## src/rtl/lke_defines.svh

```systemverilog
// Constants for the legacy keyboard emulation block.
// Assumes inclusion by bare name from rtl/.
`ifndef LKE_DEFINES_SVH
`define LKE_DEFINES_SVH
`define LKE_OFF_CTRL    12'h100
`define LKE_OFF_INBUF   12'h104
`define LKE_OFF_OUTBUF  12'h108
`define LKE_OFF_STATUS  12'h10C
`define LKE_PORT_DATA   8'h60
`define LKE_PORT_CMD    8'h64
`define LKE_GA20_CMD    8'hD1
`define LKE_CTL_EE      0
`define LKE_CTL_EI      1
`define LKE_CTL_CP      2
`define LKE_CTL_INTERRUPT_REQUEST_ENABLE   3
`define LKE_CTL_EXTERNAL_INTERRUPT_ENABLE  4
`define LKE_CTL_GATE_A20_SEQUENCE_FLAG   5
`define LKE_CTL_KBA     6
`define LKE_CTL_MSA     7
`define LKE_CTL_A20S    8
`define LKE_CTL_MASK    32'h0000_01FD
`define LKE_ST_OUTFULL  0
`define LKE_ST_INFULL   1
`define LKE_ST_CMDDATA  3
`define LKE_ST_AUXFULL  5
`endif

```

## src/rtl/lke_pkg.sv

```systemverilog
// Types for the legacy keyboard emulation block.
// Assumes nothing of its surroundings.
package lke_pkg;
  typedef enum logic [1:0] {LKE_IO_IDLE, LKE_IO_RD, LKE_IO_WR} lke_io_t;
endpackage

```

## src/rtl/lke_fifo.sv

```systemverilog
// Synchronous valid/ready FIFO.
// Assumes one clock and active-low async reset.
`timescale 1ns/100ps
`default_nettype none
module lke_fifo #(
  parameter int WIDTH = 8,
  parameter int DEPTH = 16
) (
  // Clock and reset
  input  wire logic             core_clk,
  input  wire logic             rstn,
  // Fill side
  input  wire logic             in_valid,
  output logic                  in_ready,
  input  wire logic [WIDTH-1:0] in_data,
  // Drain side
  output logic                  out_valid,
  input  wire logic             out_ready,
  output logic      [WIDTH-1:0] out_data
);
  localparam int AW = $clog2(DEPTH);
  logic [WIDTH-1:0] mem [DEPTH];
  logic [AW-1:0]    wp_r, wp_nxt, rp_r, rp_nxt;
  logic [AW:0]      cnt_r, cnt_nxt;
  logic             push, pop;
  logic             valid_r, valid_nxt;
  logic [WIDTH-1:0] data_r, data_nxt;
  assign in_ready  = (cnt_r != (AW+1)'(DEPTH));
  assign out_valid = valid_r;
  assign out_data  = data_r;
  assign push      = in_valid && in_ready;
  assign pop       = out_valid && out_ready;
  always_comb begin
    wp_nxt  = push ? AW'((wp_r + 1'b1) % DEPTH) : wp_r;
    rp_nxt  = pop ? AW'((rp_r + 1'b1) % DEPTH) : rp_r;
    cnt_nxt = cnt_r + (AW+1)'(push) - (AW+1)'(pop);
    valid_nxt = (cnt_nxt != '0);
    // A word written into the slot about to be shown bypasses the array
    data_nxt  = (push && (wp_r == rp_nxt)) ? in_data : mem[rp_nxt];
  end
  always_ff @(posedge core_clk or negedge rstn) begin
    if (!rstn) begin
      wp_r    <= '0;
      rp_r    <= '0;
      cnt_r   <= '0;
      valid_r <= 1'b0;
      data_r  <= '0;
    end else begin
      wp_r    <= wp_nxt;
      rp_r    <= rp_nxt;
      cnt_r   <= cnt_nxt;
      valid_r <= valid_nxt;
      data_r  <= data_nxt;
    end
  end
  always_ff @(posedge core_clk) begin
    if (push) begin
      mem[wp_r] <= in_data;
    end
  end
endmodule
`default_nettype wire

```

## src/rtl/lke_top.sv

```systemverilog
// Legacy keyboard/mouse controller emulation registers.
// Assumes a same-clock register port and a same-clock legacy I/O strobe port;
// external controller IRQ pins are asynchronous.
//
// How it works
// - Four registers at 100h, 104h, 108h, 10Ch.
// - Control register enables emulation, reports status.
// - IN 60h returns output buffer, clears output-full.
// - OUT 60h stores byte, sets input-full, clears cmd.
// - IN 64h returns status, no side effect.
// - OUT 64h stores byte, sets cmd, clears input-full.
// - D1h to 64h sets gate-A20 flag, else clears.
// - IRQ enable and output-full raise keyboard/mouse interrupt.
// - Character pending raises interrupt when output empties.
// - External enable passes external IRQs as emulation interrupt.
`timescale 1ns/100ps
`default_nettype none
`include "lke_defines.svh"
module lke_top #(
  parameter int FIFO_DEPTH = 16
) (
  // Clock and reset
  input  wire logic        core_clk,
  input  wire logic        rstn,
  // Operational register port
  input  wire logic        reg_sel,
  input  wire logic        reg_wr,
  input  wire logic [11:0] reg_addr,
  input  wire logic [31:0] reg_wdata,
  output logic      [31:0] reg_rdata,
  output logic             reg_ack,
  // Legacy port I/O cycles
  input  wire logic        io_valid,
  input  wire logic        io_wr,
  input  wire logic [7:0]  io_port,
  input  wire logic [7:0]  io_wdata,
  output logic             io_claim,
  output logic      [7:0]  io_rdata,
  output logic             io_ready,
  // Input buffer byte stream toward emulation software
  output logic             inbyte_valid,
  output logic      [7:0]  inbyte_data,
  input  wire logic        inbyte_ready,
  // Interrupts
  input  wire logic        ext_kbd_irq,
  input  wire logic        ext_mouse_irq,
  output logic             keyboard_interrupt,
  output logic             mouse_interrupt,
  output logic             emulation_interrupt
);
  // ----------------------------------------
  // State
  // ----------------------------------------
  logic [31:0] ctrl_r, ctrl_nxt;
  logic [31:0] inbuf_r, inbuf_nxt;
  logic [31:0] outbuf_r, outbuf_nxt;
  logic [31:0] stat_r, stat_nxt;
  logic [31:0] rdata_r, rdata_nxt;
  logic        ack_r, ack_nxt;
  logic [7:0]  iord_r, iord_nxt;
  logic        claim_r, claim_nxt, iordy_r, iordy_nxt;
  logic        kbi_r, kbi_nxt, msi_r, msi_nxt, emi_r, emi_nxt;
  logic [1:0]  kb_s_r, ms_s_r;
  lke_pkg::lke_io_t io_kind;
  logic        hit, fifo_in_ready, fifo_push;
  logic        out_full_fall;

  // ----------------------------------------
  // Legacy cycle decode
  // ----------------------------------------
  // The cycle after completion is the host's release, not a new request
  assign hit = io_valid && !iordy_r && ctrl_r[`LKE_CTL_EE]
    && (io_port == `LKE_PORT_DATA || io_port == `LKE_PORT_CMD);
  always_comb begin
    io_kind = lke_pkg::LKE_IO_IDLE;
    if (hit) begin
      io_kind = io_wr ? lke_pkg::LKE_IO_WR : lke_pkg::LKE_IO_RD;
    end
  end
  // Writes stall while the input stream is full
  assign fifo_push = (io_kind == lke_pkg::LKE_IO_WR) && fifo_in_ready;

  lke_fifo #(.WIDTH(8), .DEPTH(FIFO_DEPTH)) u_fifo (
    .core_clk  (core_clk),
    .rstn      (rstn),
    .in_valid  (fifo_push),
    .in_ready  (fifo_in_ready),
    .in_data   (io_wdata),
    .out_valid (inbyte_valid),
    .out_ready (inbyte_ready),
    .out_data  (inbyte_data)
  );

  // ----------------------------------------
  // Next state
  // ----------------------------------------
  always_comb begin
    ctrl_nxt   = ctrl_r;
    inbuf_nxt  = inbuf_r;
    outbuf_nxt = outbuf_r;
    stat_nxt   = stat_r;
    rdata_nxt  = 32'h0000_0000;
    ack_nxt    = 1'b0;
    iord_nxt   = iord_r;
    claim_nxt  = 1'b0;
    iordy_nxt  = 1'b0;
    if (reg_sel) begin
      ack_nxt = 1'b1;
      unique case (reg_addr)
        `LKE_OFF_CTRL: begin
          rdata_nxt = ctrl_r;
          if (reg_wr) begin
            ctrl_nxt = (reg_wdata & `LKE_CTL_MASK) | (ctrl_r & ~`LKE_CTL_MASK);
          end
        end
        `LKE_OFF_INBUF: begin
          rdata_nxt = inbuf_r;
          if (reg_wr) begin
            inbuf_nxt = reg_wdata;
          end
        end
        `LKE_OFF_OUTBUF: begin
          rdata_nxt = outbuf_r;
          if (reg_wr) begin
            outbuf_nxt = reg_wdata;
          end
        end
        `LKE_OFF_STATUS: begin
          rdata_nxt = stat_r;
          if (reg_wr) begin
            stat_nxt = reg_wdata;
          end
        end
        default: rdata_nxt = 32'h0000_0000;
      endcase
    end
    unique case (io_kind)
      lke_pkg::LKE_IO_RD: begin
        claim_nxt = 1'b1;
        iordy_nxt = 1'b1;
        if (io_port == `LKE_PORT_DATA) begin
          iord_nxt = outbuf_r[7:0];
          stat_nxt[`LKE_ST_OUTFULL] = 1'b0;
        end else begin
          iord_nxt = stat_r[7:0];
        end
      end
      lke_pkg::LKE_IO_WR: begin
        claim_nxt = 1'b1;
        iordy_nxt = fifo_in_ready;
        if (fifo_in_ready) begin
          inbuf_nxt = {24'h00_0000, io_wdata};
          if (io_port == `LKE_PORT_DATA) begin
            stat_nxt[`LKE_ST_INFULL]  = 1'b1;
            stat_nxt[`LKE_ST_CMDDATA] = 1'b0;
          end else begin
            stat_nxt[`LKE_ST_INFULL]  = 1'b0;
            stat_nxt[`LKE_ST_CMDDATA] = 1'b1;
            ctrl_nxt[`LKE_CTL_GATE_A20_SEQUENCE_FLAG]  = (io_wdata == `LKE_GA20_CMD);
          end
        end
      end
      default: ;
    endcase
  end

  // ----------------------------------------
  // Interrupts
  // ----------------------------------------
  assign out_full_fall = stat_r[`LKE_ST_OUTFULL] && !stat_nxt[`LKE_ST_OUTFULL];
  always_comb begin
    kbi_nxt = ctrl_r[`LKE_CTL_INTERRUPT_REQUEST_ENABLE] && stat_r[`LKE_ST_OUTFULL] && !stat_r[`LKE_ST_AUXFULL];
    msi_nxt = ctrl_r[`LKE_CTL_INTERRUPT_REQUEST_ENABLE] && stat_r[`LKE_ST_OUTFULL] && stat_r[`LKE_ST_AUXFULL];
    emi_nxt = (ctrl_r[`LKE_CTL_CP] && out_full_fall && ctrl_r[`LKE_CTL_EE])
      || (ctrl_r[`LKE_CTL_EXTERNAL_INTERRUPT_ENABLE] && (kb_s_r[1] || ms_s_r[1]));
  end

  // ----------------------------------------
  // Registers
  // ----------------------------------------
  always_ff @(posedge core_clk or negedge rstn) begin
    if (!rstn) begin
      ctrl_r   <= 32'h0000_0000;
      inbuf_r  <= 32'h0000_0000;
      outbuf_r <= 32'h0000_0000;
      stat_r   <= 32'h0000_0000;
      rdata_r  <= 32'h0000_0000;
      ack_r    <= 1'b0;
      iord_r   <= 8'h00;
      claim_r  <= 1'b0;
      iordy_r  <= 1'b0;
      kbi_r    <= 1'b0;
      msi_r    <= 1'b0;
      emi_r    <= 1'b0;
      kb_s_r   <= 2'h0;
      ms_s_r   <= 2'h0;
    end else begin
      ctrl_r   <= {ctrl_nxt[31:2], emi_nxt, ctrl_nxt[0]};
      inbuf_r  <= inbuf_nxt;
      outbuf_r <= outbuf_nxt;
      stat_r   <= stat_nxt;
      rdata_r  <= rdata_nxt;
      ack_r    <= ack_nxt;
      iord_r   <= iord_nxt;
      claim_r  <= claim_nxt;
      iordy_r  <= iordy_nxt;
      kbi_r    <= kbi_nxt;
      msi_r    <= msi_nxt;
      emi_r    <= emi_nxt;
      kb_s_r   <= {kb_s_r[0], ext_kbd_irq};
      ms_s_r   <= {ms_s_r[0], ext_mouse_irq};
    end
  end

  assign reg_rdata           = rdata_r;
  assign reg_ack             = ack_r;
  assign io_claim            = claim_r;
  assign io_rdata            = iord_r;
  assign io_ready            = iordy_r;
  assign keyboard_interrupt  = kbi_r;
  assign mouse_interrupt     = msi_r;
  assign emulation_interrupt = emi_r;
endmodule
`default_nettype wire

```

## config.mk

```make
export PLATFORM = sky130hd
export DESIGN_NAME = lke_top
export DESIGN_NICKNAME = d
export VERILOG_FILES = /design/src/rtl/lke_pkg.sv /design/src/rtl/lke_fifo.sv /design/src/rtl/lke_top.sv
export VERILOG_INCLUDE_DIRS = /design/src /design/src/rtl
export SDC_FILE = /design/constraint.sdc
export NUM_CORES = 1
export LEC_CHECK = 0
export BUFFER_PORTS_ARGS = -buffer_cell sky130_fd_sc_hd__buf_2
export CAP_MARGIN = 20
export CORE_MARGIN = 5
export CORE_UTILIZATION = 54
export CTS_BUF_LIST = sky130_fd_sc_hd__clkbuf_2
export DETAILED_ROUTE_END_ITERATION = 16
export HOLD_SLACK_MARGIN = 0.02
export PLACE_DENSITY = 0.74
export SYNTH_ARGS = -nofsm -noshare
export SYNTH_HDL_FRONTEND = slang
export SYNTH_SLANG_ARGS = --single-unit
```

## constraint.sdc

```tcl
create_clock -name core_clk -period 5.15 [get_ports core_clk]
set_clock_uncertainty 0.15 [all_clocks]
set_input_delay 0.2575 -clock core_clk [delete_from_list [all_inputs] [get_ports core_clk]]
set_output_delay 0.2575 -clock core_clk [all_outputs]
set_load 0.02 [all_outputs]
```

* Word level (Yosys, flattened, before mapping)
Memories as Yosys holds them, arrays and structs flattened. A register that Yosys moved wholly into a read port is not among the register bits.
Index checks and enable logic that the tools add are counted.
** Word-level totals
- Flip-flop bits (word level) :: 192
- Bits in latches :: 0
- RAM bits :: 128
- Memory bits (read-only) :: 0
- Input bits :: 69
- Output and inout bits :: 55
- Word-level logic and storage cells :: 94
- Memories :: 1
** Memories
- u_fifo.mem :: depth 16, bits a word 8, read ports 1, clocked after Yosys merged registers in 1, write ports 1, RTL line lke_fifo.sv:22 : logic [WIDTH-1:0] mem [DEPTH];
** Operators by class
- Add/sub/neg operators :: 4
- Multipliers :: 0
- Divide/modulo/power cells :: 0
- Order comparisons :: 0
- Eq/ne operators :: 10
- Shift-type cells :: 0
- Multiplexer cells :: 33
- Bitwise operators :: 1
- Reduce and logical (&&, ||, !) cells :: 25
** Operators with widths (number)
- two-way mux 32 bit :: 6
- one-hot mux 32 bit (4 select lines) :: 1
- equality test 12 x 9 -> 1 bit, second input constant :: 4
- OR 9 x 32 -> 32 bit :: 1
- two-way mux 6 bit :: 3
- equality test 8 x 7 -> 1 bit, second input constant :: 2
- two-way mux 4 bit :: 4
- two-way mux 1 bit :: 15
- logical AND 1 bit :: 13
- AND reduction 3 bit :: 3
- adder 4 x 1 -> 4 bit, second input constant :: 2
- equality test 8 bit, second input constant :: 1
- two-way mux 8 bit :: 1
- adder 5 x 1 -> 5 bit :: 1
- inequality test 5 bit, second input constant :: 1
- nonzero test 5 bit :: 1
- subtractor 5 x 1 -> 5 bit :: 1
- logical NOT 1 bit :: 4
- two-way mux 2 bit :: 2
- logical OR 1 bit :: 3
- equality test 2 x 1 -> 1 bit, second input constant :: 1
- equality test 2 bit, second input constant :: 1
- one-hot mux 1 bit (2 select lines) :: 1
- OR reduction 2 bit :: 1

* Longest topological paths before layout
Gate-level depths: netlist (run 1).
- Depth in word-level cells :: 12
- Mapped depth :: 13
- Depth with buffers taken out :: 11

* By module
From an unflattened synthesis (run 1), not the netlist that was laid out.
** Second synthesis, totals
- Cells, all modules :: 1002
- Area total of the unflattened synthesis :: 13146.4 um^2
** By module, submodules not included
- lke_fifo :: instances 1, cells an instance 504, area an instance 6592.6 um^2, seq. area each 4394.2 um^2
- lke_top :: instances 1, cells an instance 498, area an instance 6553.8 um^2, seq. area each 3853.7 um^2

* Worst setup path after synthesis (run 1)
No wires, ideal clock.
- Kind :: input -> register
- From :: input port io_port[4]
- To :: register u_fifo.valid_r (netlist: u_fifo.out_valid)
- Setup time :: 0.124 ns
- Arrival time :: 2.284 ns
- Data required time :: 4.876 ns
- Setup slack :: 2.592 ns
- Stages :: 9
- Buffers on the path :: 2
- Path through :: nor4bb_1 nand4_1 nor2_1 buf_2 buf_1 ha_1 fa_1 nor3_1 nand2_1
** Between the ends
- Longest elaborated chain between the ends :: 10
- Elaborated cells between the ends (all ways) :: 11
- Those cells by class :: add/sub (2); eq/ne (3); mux (1); reduce/logical (5)
** RTL lines
- start: declaration :: RTL line lke_top.sv:35 : input wire logic [7:0] io_port,
- equality test 8 x 7 -> 1 bit (no line)
- logical OR 1 bit (no line) (*)
- logical AND 1 bit (*) :: RTL line lke_top.sv:72 : assign hit = io_valid && !iordy_r && ctrl_r[`LKE_CTL_EE]
- two-way mux 2 bit (*) :: RTL line lke_top.sv:76 : if (hit) begin
- equality test 2 bit (*) :: RTL line lke_top.sv:81 : assign fifo_push = (io_kind == lke_pkg::LKE_IO_WR) && fifo_in_ready;
- logical AND 1 bit (*) :: RTL line lke_top.sv:81
- logical AND 1 bit (*) :: RTL line lke_fifo.sv:31 : assign push = in_valid && in_ready;
- adder 5 x 1 -> 5 bit (*) :: RTL line lke_fifo.sv:36 : cnt_nxt = cnt_r + (AW+1)'(push) - (AW+1)'(pop);
- subtractor 5 x 1 -> 5 bit (*) :: RTL line lke_fifo.sv:36
- via u_fifo.cnt_nxt[1] :: RTL line lke_fifo.sv:24 : logic [AW:0] cnt_r, cnt_nxt;
- nonzero test 5 bit (*) :: RTL line lke_fifo.sv:37 : valid_nxt = (cnt_nxt != '0);
- via u_fifo.valid_nxt :: RTL line lke_fifo.sv:26 : logic valid_r, valid_nxt;
- end signal: assignment :: RTL line lke_fifo.sv:52 : valid_r <= valid_nxt;
- end: declaration :: RTL line lke_fifo.sv:26
Mark *: on every way through the listed nets, which the timed path passes. The rest lies on a longest branch.
A chain may end at the register's enable or synchronous reset.

* Final worst setup path (run 1)
- From :: input port reg_addr[4]
- To :: register inbuf_r[5]
** Between the ends
- Longest elaborated chain between the ends :: 5
** RTL lines
- start: declaration :: RTL line lke_top.sv:28 : input wire logic [11:0] reg_addr,
- equality test 12 x 9 -> 1 bit (*) :: RTL line lke_top.sv:109 : unique case (reg_addr)
- two-way mux 32 bit (*) :: RTL line lke_top.sv:109
- two-way mux 32 bit (*) :: RTL line lke_top.sv:107 : if (reg_sel) begin
- two-way mux 32 bit :: RTL line lke_top.sv:151 : if (fifo_in_ready) begin
- two-way mux 32 bit (*) :: RTL line lke_top.sv:137 : unique case (io_kind)
- via inbuf_nxt[5] :: RTL line lke_top.sv:55 : logic [31:0] inbuf_r, inbuf_nxt;
- end signal: assignment :: RTL line lke_top.sv:199 : inbuf_r <= inbuf_nxt;
- end: declaration :: RTL line lke_top.sv:55
Marks and branches as above.

==> results of run 1 <==
cells by family (layout without fill, tap and decap cells):
kind of cell    Yosys count  in the layout  synth area share
flops                   304            304             0.650
mux                     147            147             0.132
compound gates          165            165            0.0947
xor+xnor                 13             13            0.0102
buf+inv                  73            375            0.0267
simple gates            198            198            0.0731
fa+ha+maj                12             12            0.0124
other cells               0              1                 0
layout make-up:
type | instances | area (um^2)
clock inverter | 21 | 171
sequential | 304 | 8250
clock buffer | 108 | 541
timing repair buffer | 227 | 1630
tap | 319 | 399
multi-input combinational | 535 | 4110
inverter | 19 | 71.3
antenna | 1 | 2.50
fill | 1748 | 8160
state kept, by name, indices dropped and copies added (netlist names):
name,flops
io_rdata,8
u_fifo.cnt_r,5
keyboard_interrupt,1
io_ready,1
kb_s_r,2
u_fifo.rp_r,4
io_claim,1
u_fifo.out_valid,1
u_fifo.out_data,8
inbuf_r,32
outbuf_r,32
reg_ack,1
u_fifo.wp_r,4
u_fifo.mem,128
ctrl_r,9
reg_rdata,32
stat_r,32
mouse_interrupt,1
ms_s_r,2
critical path, cell delays in order:
cell and delay, ns:
dlygate4sd3_1 0.55, buf_2 0.13, nor4_2 0.20, dlygate4sd3_1 0.61
nand4_2 0.11, dlygate4sd3_1 0.67, nor3b_4 0.53, buf_4 0.42
nand2_1 0.69, nand2_1 0.25, a31oi_1 0.10, dlygate4sd3_1 0.57
timing repair:
action                     4_1_cts  5_1_grt
setup endpoints to repair        0        0
hold endpoints to repair       392        0
hold buffers                    86        0
metal layers:
| metal | vias up | part of all wire | global-route usage |
|---|---|---|---|
| met4 | 2 | 0.030 | 0.0999 |
| met3 | 72 | 0.081 | 0.0578 |
| met5 | - | 0.00041 | 0 |
| met1 | 4332 | 0.41 | 0.332 |
| met2 | 398 | 0.48 | 0.385 |
| li1 | 3953 | - | - |
report_power, final:
part / internal [mW] / switching, mW / leakage [nW]
Clock: 0.709 / 0.938 / 0.520
Sequential: 2.61 / 0.0891 / 3.54
Combinational: 0.717 / 0.937 / 2.61
Total: 4.04 / 1.96 / 6.67
stage by stage:
stage               instance area, um^2  total power, mW  hold WS (ns)
CTS                               15200             6.04        0.0207
global placement                  13600             4.31         0.183
finish                            15200             6.00         0.109
global route                      15200             6.33        0.0391
floorplan                         12700             3.92        -0.188
detailed placement                13600             4.34         0.186
final timing paths:
| path | start | end |
|---|---|---|
| hold reg to reg | ms_s_r[0]$_DFF_PN0_ | ms_s_r[1]$_DFF_PN0_ |
| setup / recovery | reg_addr[4] | inbuf_r[5]$_DFF_PN0_ |
| min in group asynchronous | rstn | reg_rdata[23]$_DFF_PN0_ |
| hold / removal | reg_wdata[10] | outbuf_r[10]$_DFFE_PN0P_ |
| max in group asynchronous | rstn | u_fifo.rp_r[1]$_DFF_PN0_ |
| setup reg to reg | ctrl_r[0]$_DFFE_PN0P_ | u_fifo.out_valid$_DFF_PN0_ |
cells in the final DEF (no fill, tap or decap), types with 3 or more instances in the layout:
master,count
a211o_1,6
a211oi_1,4
a21oi_1,48
a221o_1,8
a221oi_1,5
a222oi_1,23
a22oi_1,24
a31oi_1,4
a32oi_1,6
and3_1,14
buf_2,124
buf_4,16
bufinv_16,3
clkbuf_2,108
clkinv_1,14
clkinvlp_4,3
dfrtp_1,176
dlygate4sd3_1,85
edfxtp_1,128
ha_1,11
inv_1,18
mux2_2,75
mux2i_1,62
mux4_2,9
nand2_1,78
nand3_1,14
nand4_1,5
nor2_1,61
nor2b_1,3
nor3_1,5
o21ai_0,11
o21ai_1,4
o22ai_1,8
xnor2_1,7
xor2_1,4
==> results.tsv, run 1 <==
stage	metric	value	unit
yosys	post-synthesis async set-or-reset flop share	0.579	
critical_path	r2r setup slk	1.64	ns
drt	Post-Route WL	31600	um
cts	clock-pin slew of the registers on the worst-case setup and hold paths	0.10	ns
drt	post-route ant nets	0	
yosys	Post-Syn Area	12700	um^2
yosys	top-count cell post-synth	dfrtp_1	
drt	wire length per cell	20.6	um
flow_run	max-cap viol count	0	
cts	# Post-CTS Setup Buffers	0	
critical_path	CP required	5.70	ns
cts	CTS Buf Count	75	
sta	Slew Viols, Final	0	
cts	Max H-tree Level	3	
sta	worst setup margin	0.601	ns
die	Rows	56	
placement	dpl ws	1.66	ns
critical_path	Crit path arrival time	5.10	ns
cts	clock buffer depth	3	
drt	Pre-Repair DR Iteration Count	8	
sta	RSZ-0062 raised after global routing	false	
placement	dpl hpwl	18500	um
critical_path	Reg2Reg Depth	12	
critical_path	CP Launch Type	input pin	
drt	via count	8757	
yosys	synth top area cells	dfrtp_1 (35%), edfxtp_1 (30%), mux2_2 (6.7%)	
global_routing	remaining global-route overflow	0	
cells_and_area	area delta synth->final	19.7	%
die	Die Height	163	um
sta	Final Hold Fails	0	
min_path	WHS Path Cells	3	
cells_and_area	layout cells sized above 1	0.297	
sta	Slew headroom	0.307	
cts	CTS tree	done	
critical_path	Setup Crit Path Kind	in -> reg	
critical_path	Critical Path Sink Type	flop	
yosys	Synth top area share	0.347	
outcome	status	finished, final reports clean	
sta	Final TNS setup	0	ns
global_routing	first-pass GRT wire length	50700	um
die	Die Wd	163	um
global_routing	largest net degree at the start of global routing	101	
drt	initial drt markers	796	
pwr	P_leak	6.67	nW
cts	Root Buffer	clkbuf_2	
global_routing	GRT Overall Usage	0.245	
yosys	Main synth FF type	dfrtp_1	
global_routing	number of global-route vias before repair	9323	
die	Core ar.	23300	um^2
yosys	synth cell count leaders	dfrtp_1 (176), edfxtp_1 (128), nand2_1 (78)	
placement	GP Congestion	0.867	
yosys	Mapped Avg Cell Area	13.9	um^2
die	die area	26600	um^2
cts	clk sinks	304	
pwr	Pwr per Cell Area	395	nW/um^2
yosys	leading area contributor after synthesis	dfrtp_1	
sta	actual slew at the worst max-slew pin	1.04	ns
yosys	synthesized flop and latch total	304	
drt	Avg Vias per Cell	5.71	
yosys	number of flops mapped to enable cells by yosys	128	
cells_and_area	Layout Utilization	0.650	
yosys	Netlist cell types	62	
yosys	Warnings, synthesis	0	
global_routing	initial antenna violation count	2	
cts	PostCTS Resize Cnt	0	
critical_path	CP Max Fanout	26	
placement	Placed Cells	1315	
cells_and_area	Nets	1243	
yosys	Syn Inst Count	912	
die	Initial Util	0.543	
placement	Port Buffer Count	123	
drt	DRC violations left	0	
sta	fmax	220	MHz
cts	Clock Latency Late Sink	0.83	ns
sta	post-route minimum period	4.55	ns
cells_and_area	Post-Layout Cell Count	1534	
sta	Final Setup Violations	0	
yosys	register area share after synthesis	0.650	
pwr	Max VDD drop	0.212	mV
yosys	Mapped Nets	993	
die	# IOs	124	
min_path	min-delay worst type	in -> reg	
sta	Final Cycle Share	0.883	
Note: power is estimated with default switching activity, not from simulation.
==> run 2, diff against run 1 <==
BUFFER_PORTS_ARGS = unset   (was -buffer_cell sky130_fd_sc_hd__buf_2)
DONT_BUFFER_PORTS = 1   (was unset)
PLACE_DENSITY = 0.69   (was 0.74)
==> results.tsv, run 2 (synthesis results as in run 1) <==
stage	metric	value	unit
outcome	status	finished, final reports clean	
cts	clock buffer depth	3	
critical_path	CP Launch Type	input pin	
placement	Placed Cells	1193	
cells_and_area	area delta synth->final	18.7	%
sta	Final Cycle Share	0.739	
cells_and_area	commonest non-fill, non-tap cells in the layout	dfrtp_1 (176), dlygate4sd3_1 (135), edfxtp_1 (128)	
critical_path	Setup Crit Path Kind	in -> reg	
drt	Avg Vias per Cell	5.84	
sta	Final Hold Fails	0	
sta	worst hold margin	0.0770	ns
critical_path	Reg-to-Reg Start	io_ready$_DFF_PN0_	
flow_run	max-cap viol count	0	
sta	Final TNS setup	0	ns
sta	post-route minimum period	3.80	ns
die	Die Height	163	um
pwr	Max VDD drop	0.194	mV
sta	Final Setup Violations	0	
global_routing	first-pass GRT wire length	50300	um
min_path	Hold Crit Start	reg_addr[2]	
sta	Slew headroom	0.304	
min_path	min-delay worst type	in -> reg	
critical_path	slowest CP cell	dlygate4sd3_1	
placement	GP Congestion	0.888	
cts	clock-pin slew of the registers on the worst-case setup and hold paths	0.11	ns
critical_path	CP Max Fanout	43	
min_path	hold-critical path endpoint	stat_r[17]$_DFFE_PN0P_	
global_routing	initial antenna violation count	3	
critical_path	CP required	5.71	ns
placement	dpl hpwl	17800	um
critical_path	Most common cell on crit path	dlygate4sd3_1	
critical_path	Crit path arrival time	4.37	ns
drt	wire length per cell	21.3	um
critical_path	r2r endpoint	ctrl_r[5]$_DFF_PN0_	
die	Die Wd	163	um
placement	Placed Area	13000	um^2
sta	worst setup margin	1.35	ns
global_routing	largest net degree at the start of global routing	112	
placement	dpl ws	1.91	ns
drt	Post-Route WL	31200	um
sta	RSZ-0062 raised after global routing	false	
cells_and_area	layout cells sized above 1	0.215	
sta	actual slew at the worst max-slew pin	1.04	ns
global_routing	remaining global-route overflow	0	
die	Core ar.	23300	um^2
cts	CTS tree	done	
cells_and_area	Post-Layout Cell Count	1466	
pwr	Pwr per Cell Area	391	nW/um^2
die	Rows	56	
cts	PostCTS Resize Cnt	0	
cts	Root Buffer	clkbuf_2	
drt	via count	8567	
die	Initial Util	0.543	
cts	Max H-tree Level	3	
pwr	Tot Pwr	5.88	mW
drt	Pre-Repair DR Iteration Count	9	
cts	CTS Buf Count	77	
min_path	WHS Path Cells	2	
critical_path	r2r setup slk	1.53	ns
die	die area	26600	um^2
cells_and_area	Nets	1173	
critical_path	Reg2Reg Depth	9	
pwr	P_leak	6.33	nW
sta	Slew Viols, Final	0	
global_routing	number of global-route vias before repair	9040	
drt	initial drt markers	719	
cells_and_area	fillcell total	1681	
sta	fmax	263	MHz
cells_and_area	fin area	15100	um^2
die	# IOs	124	
drt	DRC violations left	0	
cells_and_area	Layout Utilization	0.645	
cells_and_area	most common cell after layout, fill and taps aside	dfrtp_1	
cts	clk sinks	304	
cells_and_area	Reg with most FFs	u_fifo.mem	
critical_path	Critical Path Sink Type	flop	
placement	Port Buffer Count	0	
critical_path	crit-path max cell delay	0.65	ns
cells_and_area	max reg flops	128	
drt	post-route ant nets	0	
critical_path	critical path cell sequence	dlygate4sd3_1, nor4bb_1, dlygate4sd3_1, nand4_1, dlygate4sd3_1, nor2_4, buf_4, inv_1, nor2_1, dlygate4sd3_1, mux2i_1	
global_routing	GRT Overall Usage	0.242	
cts	Clock Latency Late Sink	0.85	ns
run 2: changes by cell type in the layout (fill, tap and decap cells not counted), sizes merged:
cell / previous run / this run
buf: 142 / 19
bufinv: 3 / 0
clkbuf: 108 / 118
clkinv: 16 / 10
clkinvlp: 3 / 4
diode: 1 / 3
dlygate4sd3: 85 / 135
inv: 18 / 19
run 2: layout make-up:
cell class,instances,area (um^2),area share
multi-input combinational,535,4100,0.273
clock inverter,14,78.8,0.00524
sequential,304,8250,0.548
inverter,19,71.3,0.00474
clock buffer,117,586,0.0389
tap,319,399,0.0265
antenna,3,7.51,0.000499
timing repair buffer,155,1560,0.104
run 2: worst max path at each step:
stage	from	to	slack [ns]	cells after the start
floorplan	io_port[4]	u_fifo.out_valid$_DFF_PN0_	2.59	9
global placement	u_fifo.out_valid$_DFF_PN0_	u_fifo.out_data[4]$_DFF_PN0_	1.57	7
detailed placement	u_fifo.rp_r[0]$_DFF_PN0_	u_fifo.out_data[5]$_DFF_PN0_	1.91	10
CTS	io_port[4]	ctrl_r[5]$_DFF_PN0_	1.42	11
global route	io_port[4]	ctrl_r[5]$_DFF_PN0_	1.21	11
finish	io_port[4]	ctrl_r[5]$_DFF_PN0_	1.35	11
run 2: repair_timing:
action / in CTS / in global routing
endpoints found under the hold margin: 483 / 0
buffers inserted: 0 / 0
hold buffers: 137 / 0
run 2: routing by layer:
metal / wire (um) / vias up / part of all wire / global-route usage
met1: 12800 / 4307 / 0.41 / 0.324
met5: 0 / - / 0 / 0
li1: - / 3812 / - / -
met2: 15200 / 379 / 0.49 / 0.385
met3: 2440 / 69 / 0.078 / 0.0628
met4: 735 / 0 / 0.024 / 0.0888
run 2: critical path, delay by kind of cell:
kind                   cells  cell delay (ns)
buffers and inverters      6             3.12
multiplexers               1             0.21
AND/OR/NAND/NOR            4             0.76
run 2: where the power goes:
part	leakage (nW)	switching, mW	internal, mW	total, mW
Sequential	3.54	0.120	2.61	2.73
Combinational	2.27	0.887	0.701	1.59
Clock	0.512	0.957	0.602	1.56
Total	6.33	1.97	3.91	5.88
